--- src/core/phy_access_regs.svh ---
// Register offsets, field positions, reset values and timing counts of the PHY indirect engine.
`ifndef PHY_ACCESS_REGS_SVH
`define PHY_ACCESS_REGS_SVH

// ==========================================================================
// Register offsets
// ==========================================================================
`define PIE_ADDR_W 10
`define PIE_OFF_DATA 10'h0a4
`define PIE_OFF_CTRL 10'h0a8

// ==========================================================================
// Field positions
// ==========================================================================
`define PIE_CTRL_PHY_HI 15
`define PIE_CTRL_PHY_LO 11
`define PIE_CTRL_IDX_HI 10
`define PIE_CTRL_IDX_LO 6
`define PIE_CTRL_WNR 1
`define PIE_CTRL_BUSY 0
`define PIE_DATA_HI 15

// ==========================================================================
// Reset values
// ==========================================================================
`define PIE_RST_FIELD5 5'h00
`define PIE_RST_BIT 1'h0
`define PIE_RST_DATA 16'h0000
`define PIE_NO_RESPONSE 16'hffff

// ==========================================================================
// Timing
// ==========================================================================
`define PIE_CLK_PERIOD_NS 25
`define PIE_TIMEOUT_NS 25600
`define PIE_TIMEOUT_CYC (`PIE_TIMEOUT_NS / `PIE_CLK_PERIOD_NS)
`define PIE_TIMER_W 11

`endif

--- src/core/phy_access_pkg.sv ---
// Types shared by the PHY indirect engine and its management port.
package phy_access_pkg;

  // ==========================================================================
  // Management port state
  // ==========================================================================
  typedef enum logic [0:0] {PS_IDLE, PS_WAIT} port_state_e;

  typedef struct packed {
    port_state_e state;
    logic we;
    logic [4:0] phy_addr;
    logic [4:0] reg_idx;
    logic [15:0] wdata;
    logic [15:0] rdata;
    logic [10:0] timer;
    logic done;
  } port_s;

  // ==========================================================================
  // Engine register state
  // ==========================================================================
  typedef struct packed {
    logic [4:0] phy_addr;
    logic [4:0] reg_idx;
    logic wnr;
    logic busy;
    logic skip;
    logic [15:0] data_wr;
    logic [15:0] data_rd;
    logic [31:0] rdata;
    logic rvalid;
  } engine_s;

endpackage

--- src/core/phy_mgmt_port.sv ---
// Request and answer port toward the internal PHY management register sets.
`timescale 1ns/1ps
`default_nettype none
`include "phy_access_regs.svh"

module phy_mgmt_port (
  // Clock and reset
  input wire logic i_clk,
  input wire logic i_rst,
  // Engine side
  input wire logic i_start,
  input wire logic i_we,
  input wire logic [4:0] i_phy_addr,
  input wire logic [4:0] i_reg_idx,
  input wire logic [15:0] i_wdata,
  output logic o_done,
  output logic [15:0] o_rdata,
  // PHY side
  output logic o_req,
  output logic o_we,
  output logic [4:0] o_phy_addr,
  output logic [4:0] o_reg_idx,
  output logic [15:0] o_wdata,
  input wire logic i_ack,
  input wire logic [15:0] i_rdata
);
  import phy_access_pkg::*;

  port_s q;
  port_s d;

  // ==========================================================================
  // Next state
  // ==========================================================================
  // A PHY that never answers would hold the busy flag forever and lock out
  // software, so a timeout ends the access and returns all ones.
  always_comb begin
    d = q;
    d.done = 1'b0;
    unique case (q.state)
      PS_IDLE: begin
        if (i_start) begin
          d.state = PS_WAIT;
          d.we = i_we;
          d.phy_addr = i_phy_addr;
          d.reg_idx = i_reg_idx;
          d.wdata = i_wdata;
          d.timer = `PIE_TIMER_W'(`PIE_TIMEOUT_CYC);
        end
      end
      PS_WAIT: begin
        d.timer = q.timer - `PIE_TIMER_W'(1);
        if (i_ack) begin
          d.state = PS_IDLE;
          d.done = 1'b1;
          d.rdata = i_rdata;
        end else if (q.timer == '0) begin
          d.state = PS_IDLE;
          d.done = 1'b1;
          d.rdata = `PIE_NO_RESPONSE;
        end
      end
    endcase
  end

  always_ff @(posedge i_clk or posedge i_rst) begin
    if (i_rst) begin
      q <= '0;
    end else begin
      q <= d;
    end
  end

  assign o_req = (q.state == PS_WAIT);
  assign o_we = q.we;
  assign o_phy_addr = q.phy_addr;
  assign o_reg_idx = q.reg_idx;
  assign o_wdata = q.wdata;
  assign o_done = q.done;
  assign o_rdata = q.rdata;

endmodule
`default_nettype wire

--- src/core/phy_indirect_engine.sv ---
// Indirect access engine from the register port to the internal PHY management registers.
// Behaviour
// - Every accepted write of the access control register to a PHY address other than the virtual one starts one PHY access.
// - The busy bit 0 sets on that write, stays high during the access and clears itself.
// - Bits 15:11 of the access control register give the target PHY address, reset zero.
// - Bits 10:6 give the register index inside the PHY, reset zero.
// - Bit 1 set means write the data register to the PHY, clear means read into it.
// - During a PHY read the data register is not valid until busy has cleared.
// - Accesses aimed at the virtual PHY address are never passed to any PHY.
// - The data register holds a 16-bit read/write value in bits 15:0, reset zero.
// - A data register read returns the PHY value when bit 1 is clear, else the last write.
`timescale 1ns/1ps
`default_nettype none
`include "phy_access_regs.svh"

module phy_indirect_engine (
  // Clock and reset
  input wire logic i_clk,
  input wire logic i_rst,
  // Register port
  input wire logic [`PIE_ADDR_W-1:0] i_reg_addr,
  input wire logic i_reg_wr,
  input wire logic i_reg_rd,
  input wire logic [31:0] i_reg_wdata,
  output logic [31:0] o_reg_rdata,
  output logic o_reg_rvalid,
  // Virtual PHY address strap
  input wire logic [4:0] i_vphy_addr,
  // Status
  output logic o_busy,
  // PHY management port
  output logic o_mgmt_req,
  output logic o_mgmt_we,
  output logic [4:0] o_mgmt_phy_addr,
  output logic [4:0] o_mgmt_reg_idx,
  output logic [15:0] o_mgmt_wdata,
  input wire logic i_mgmt_ack,
  input wire logic [15:0] i_mgmt_rdata
);
  import phy_access_pkg::*;

  engine_s q;
  engine_s d;
  logic wr_ctrl;
  logic wr_data;
  logic start;
  logic port_done;
  logic [15:0] port_rdata;
  logic done;
  logic [4:0] new_phy;

  assign wr_ctrl = i_reg_wr && (i_reg_addr == `PIE_OFF_CTRL);
  assign wr_data = i_reg_wr && (i_reg_addr == `PIE_OFF_DATA);
  assign new_phy = i_reg_wdata[`PIE_CTRL_PHY_HI:`PIE_CTRL_PHY_LO];
  // An access to the virtual PHY ends one cycle after it starts with no PHY
  // cycle at all, so software never hangs on an address nobody answers.
  assign done = q.busy && (q.skip || port_done);

  // ==========================================================================
  // Register file and access sequencing
  // ==========================================================================
  // Writes while busy are dropped: the access in flight already latched its
  // fields, and letting a write through would corrupt the data it returns.
  always_comb begin
    d = q;
    d.rvalid = 1'b0;
    start = 1'b0;
    if (wr_ctrl && !q.busy) begin
      d.phy_addr = new_phy;
      d.reg_idx = i_reg_wdata[`PIE_CTRL_IDX_HI:`PIE_CTRL_IDX_LO];
      d.wnr = i_reg_wdata[`PIE_CTRL_WNR];
      d.busy = 1'b1;
      d.skip = (new_phy == i_vphy_addr);
      start = !d.skip;
    end
    if (wr_data && !q.busy) begin
      d.data_wr = i_reg_wdata[`PIE_DATA_HI:0];
    end
    if (done) begin
      d.busy = 1'b0;
      d.skip = 1'b0;
      if (!q.wnr) begin
        d.data_rd = q.skip ? `PIE_NO_RESPONSE : port_rdata;
      end
    end
    if (i_reg_rd) begin
      d.rvalid = 1'b1;
      d.rdata = 32'h0000_0000;
      if (i_reg_addr == `PIE_OFF_DATA) begin
        d.rdata[`PIE_DATA_HI:0] = q.wnr ? q.data_wr : q.data_rd;
      end else if (i_reg_addr == `PIE_OFF_CTRL) begin
        d.rdata[`PIE_CTRL_PHY_HI:`PIE_CTRL_PHY_LO] = q.phy_addr;
        d.rdata[`PIE_CTRL_IDX_HI:`PIE_CTRL_IDX_LO] = q.reg_idx;
        d.rdata[`PIE_CTRL_WNR] = q.wnr;
        d.rdata[`PIE_CTRL_BUSY] = q.busy;
      end
    end
  end

  always_ff @(posedge i_clk or posedge i_rst) begin
    if (i_rst) begin
      q.phy_addr <= `PIE_RST_FIELD5;
      q.reg_idx <= `PIE_RST_FIELD5;
      q.wnr <= `PIE_RST_BIT;
      q.busy <= `PIE_RST_BIT;
      q.skip <= 1'b0;
      q.data_wr <= `PIE_RST_DATA;
      q.data_rd <= `PIE_RST_DATA;
      q.rdata <= 32'h0000_0000;
      q.rvalid <= 1'b0;
    end else begin
      q <= d;
    end
  end

  assign o_reg_rdata = q.rdata;
  assign o_reg_rvalid = q.rvalid;
  assign o_busy = q.busy;

  // ==========================================================================
  // PHY management port
  // ==========================================================================
  // The port takes the fields straight from the write so the PHY cycle can
  // begin the cycle after the access control write.
  phy_mgmt_port u_port (
    .i_clk(i_clk),
    .i_rst(i_rst),
    .i_start(start),
    .i_we(i_reg_wdata[`PIE_CTRL_WNR]),
    .i_phy_addr(new_phy),
    .i_reg_idx(i_reg_wdata[`PIE_CTRL_IDX_HI:`PIE_CTRL_IDX_LO]),
    .i_wdata(q.data_wr),
    .o_done(port_done),
    .o_rdata(port_rdata),
    .o_req(o_mgmt_req),
    .o_we(o_mgmt_we),
    .o_phy_addr(o_mgmt_phy_addr),
    .o_reg_idx(o_mgmt_reg_idx),
    .o_wdata(o_mgmt_wdata),
    .i_ack(i_mgmt_ack),
    .i_rdata(i_mgmt_rdata)
  );
endmodule
`default_nettype wire

--- config.mk ---
export PLATFORM = sky130hd
export DESIGN_NAME = phy_indirect_engine
export DESIGN_NICKNAME = d
export VERILOG_FILES = /design/src/core/phy_access_pkg.sv /design/src/core/phy_mgmt_port.sv /design/src/core/phy_indirect_engine.sv
export VERILOG_INCLUDE_DIRS = /design/src /design/src/core
export SDC_FILE = /design/constraint.sdc
export NUM_CORES = 1
export LEC_CHECK = 0
export BUFFER_PORTS_ARGS = -buffer_cell sky130_fd_sc_hd__buf_2
export CORE_AREA = 5 5 135 85
export DETAILED_ROUTE_END_ITERATION = 12
export DIE_AREA = 0 0 140 90
export PLACE_DENSITY = 0.81
export SLEW_MARGIN = 15
export SYNTH_ARGS = -nofsm -noshare
export SYNTH_HDL_FRONTEND = slang
export SYNTH_SLANG_ARGS = --single-unit
--- constraint.sdc ---
create_clock -name i_clk -period 9.2 [get_ports i_clk]
set_clock_uncertainty 0.15 [all_clocks]
set_input_delay 0.46 -clock i_clk [delete_from_list [all_inputs] [get_ports i_clk]]
set_output_delay 0.46 -clock i_clk [all_outputs]
set_load 0.05 [all_outputs]
==> results.md <==
- Area of the multi-input gates: 1920 um2
- Sequential share of power: between 40% and 50%
- CORE AREA: 10,200 um2
- Die W: ~140 um
- Net Sw Power: about 270 uW
- Largest net degree at the start of global routing: 74
- Period utilization: a little under a third
- Total number of vias: about 3.7k
- Post-DR vias/cell: between 5 and 6
- Setup TNS: 0 ns
- Clk buf depth: 2
- WHS: 0.123 ns
- Util after Layout: between 60% and 70%
- Synth top area cells: dfrtp_1 (54%), buf_4 (8.3%), mux2_2 (7.5%)
- Syn. warnings: 0
- Filler cell count: between 800 and 900
- First-pass iteration count of the detailed router: 4
- Adder-cell share of the synthesized area: less than 1%
- Synth Area in XOR/XNOR: 1.13%
- Power share of the combinational group: between 6 and 7%
- Post-synthesis compound-gate area fraction: 10.1%
- Worst-path clk slew: around 0.050 ns
- Die ar.: between 10,000 and 15,000 um2
- Leakage: ~3.1 nW
- Syn Area/Cell: between 10 and 15 um2
- TritonCTS Buffers: 17
- Share of layout cells above drive strength 1: a little under a third
- Final Max Tran Viols: 0
- Cells after Synth: 478
- Multiplexer share of the synthesized area: 14.2%
- RSZ-0062 raised after global routing: no
- Main combinational cell family by area after synthesis: multiplexers
- Fmax: roughly 360 MHz
- Worst slew pin tran: between 1 and 1.5 ns
- Worst VDD drop: about 0.15 mV
- Data arrival, critical path: about 3.0 ns
- Area grow syn2layout: 14.2%
- Max-slew headroom: a little over a quarter
- Fin nets: around 600
- Clk sink count: 118
- Starting Density: between 50% and 60%
- Cell variety after synth: 39
- Clock root buffer: clkbuf_16
- Routed len/inst: 17.5 um
- Worst skew pair latency: ~0.41 ns
- Cell taking the most area after synthesis: dfrtp_1
- Outcome: complete, no violations
- Top-area cell type share of the netlist area: between 50% and 60%
- IO Pins: 130
- DRT Wirelength: 12,000 um
- Number of DRC markers in iteration 0: roughly 170
- Die height: ~90 um
- CTS tree: done
- Ant diodes: 0
- Max H-tree Level: 4
- Port Buffers: 97
- Max FO, Critical Path: 17
- RePlAce Congestion: approximately 0.78
- Initial antenna violation count: 0
- Internal power: roughly 940 uW
- Final setup fails: 0
- Hold Fails Final Rpt: 0
- GRT Overall Usage: roughly a fifth
- Worst hold path type: in -> reg
- Post-Syn Area: 5420 um2
- Drt drc: 0
- Startpoint Class: flop
- GRT overflow: 0
- Clk network pwr share: between 40% and 50%
- Pwr Density: ~200 nW/um2
- WP data required: about 9.4 ns
- First-pass GRT wire length: roughly 19,000 um
- Switching portion of total power: between 20 and 25%
- Sequential element share of the synthesized area: 54.5%
- Dpl hpwl: around 8500 um
- Max cap viols: 0
- Vias in the first global route: about 3.6k
- Crit path capture type: flop
- Sequential Area: about 3000 um2
- ANT nets after route: 0
- Synth Register Bits: roughly 120
- Minimum clock period: about 2.8 ns
- Setup Crit Path Kind: reg -> reg
- Row count: 29
- Post-Synth Simple-Gate Area: between 8 and 9%
==> worst max-delay path, stage by stage (launching register included) <==
cell,delay [ns]
dfrtp_1,0.41
inv_1,0.10
ha_1,0.19
nor3b_2,0.48
a41oi_1,0.27
nor2_1,0.89
o22a_1,0.26
==> through the flow <==
| stage | setup WS [ns] | power, mW | instances | cell area [um2] |
|---|---|---|---|---|
| 6_report | 6.40 | 1.21 | 687 | 6190 |
| 5_1_grt | 6.24 | 1.25 | 687 | 6190 |
| 4_1_cts | 6.46 | 1.22 | 687 | 6190 |
| 3_5_place_dp | 6.15 | 0.623 | 654 | 5650 |
| 3_3_place_gp | 6.21 | 0.620 | 654 | 5650 |
| 2_1_floorplan | 5.46 | 0.601 | 493 | 5480 |
==> synthesized netlist by cell type, drive strengths merged <==
cell type / number
nor2b: 3
a21o: 1
or2: 1
ha: 1
nand4: 5
a21oi: 30
nand3b: 1
o22ai: 18
o21ai: 9
inv: 22
conb: 1
clkbuf: 17
nor3: 4
buf: 62
or4: 1
mux2: 55
nor2: 50
dfrtp: 118
a211oi: 2
nor4b: 2
nand2b: 2
nand4b: 1
nand3: 2
xor2: 5
xnor2: 2
nand2: 22
o22a: 18
nor3b: 2
a41oi: 2
mux2i: 15
a2bb2oi: 1
a31oi: 2
o31ai: 1
==> worst paths after layout <==
| check | startpoint | end | slack, ns | depth (start not counted) |
|---|---|---|---|---|
| min reg2reg | u_port.o_phy_addr[1] | u_port.o_phy_addr[1] | 0.33 | 1 |
| max reg2reg | u_port.q[1] | u_port.o_rdata[11] | 6.40 | 6 |
| min in group asynchronous | i_rst | u_port.q[11] | 0.51 | 3 |
| max in group asynchronous | i_rst | u_port.o_rdata[6] | 7.10 | 4 |
| min | i_mgmt_rdata[15] | u_port.o_rdata[15] | 0.12 | 2 |
| max | u_port.q[1] | u_port.o_rdata[11] | 6.40 | 6 |
==> power groups by stage <==
stage          logic (mW)  registers [mW]  clock network, mW
3_3_place_gp       0.0722           0.548                  0
4_1_cts            0.0752           0.541              0.601
2_1_floorplan      0.0538           0.547                  0
5_1_grt            0.0823           0.542              0.625
3_5_place_dp       0.0743           0.549                  0
6_report           0.0745           0.541              0.595
==> flip-flops by register name, indices dropped and copies added, names as in the netlist <==
name	cells
u_port.o_done	1
u_port.o_rdata	16
u_port.o_reg_idx	5
q	44
o_reg_rdata	16
u_port.o_we	1
o_busy	1
u_port.o_req	1
o_reg_rvalid	1
u_port.o_phy_addr	5
u_port.o_wdata	16
u_port.q	11
==> routing by layer <==
layer	vias up	track usage (%)	wire length [um]
li1	1700	-	-
met1	1790	26.9	5340
met2	149	28.8	5470
met3	25	5.36	927
met4	0	8.47	255
met5	-	0	0
==> layout by cell type (no fill, tap or decap), types with 5 or more instances in the layout <==
cell / n
o22a_1: 18
nand2_1: 22
xor2_1: 5
mux2i_1: 15
inv_1: 21
clkbuf_1: 9
clkbuf_16: 17
mux2_1: 19
dfrtp_1: 118
buf_2: 97
o21ai_0: 9
nor2_1: 50
mux2_2: 36
conb_1: 16
a21oi_1: 30
o22ai_1: 18
==> kinds of logic (layout without fill, tap and decap cells) <==
logic type | Yosys count | after routing
AO/OA/AOI/OAI | 84 | 84
XOR/XNOR | 7 | 7
adder cells (fa/ha/maj) | 1 | 1
buffers and inverters | 101 | 156
flip-flops | 118 | 118
multiplexers | 70 | 70
other | 1 | 16
AND/OR/NAND/NOR | 96 | 96
==> layout make-up <==
cell class | count | share of cell area (%)
inverters | 22 | 1.37
repair buffers | 102 | 8.49
clock inverters | 4 | 0.728
clock buffers | 28 | 7.86
flip-flops and latches | 118 | 47.7
well taps | 139 | 2.81
multi-input cells | 274 | 31.0
==> repair_timing <==
| item | CTS | global route |
|---|---|---|
| buffers inserted | 0 | 0 |
| resized for setup | 0 | 0 |
| hold endpoints to repair | 45 | 0 |
| hold buffers | 1 | 0 |
Power figures use the tool's default switching activity.
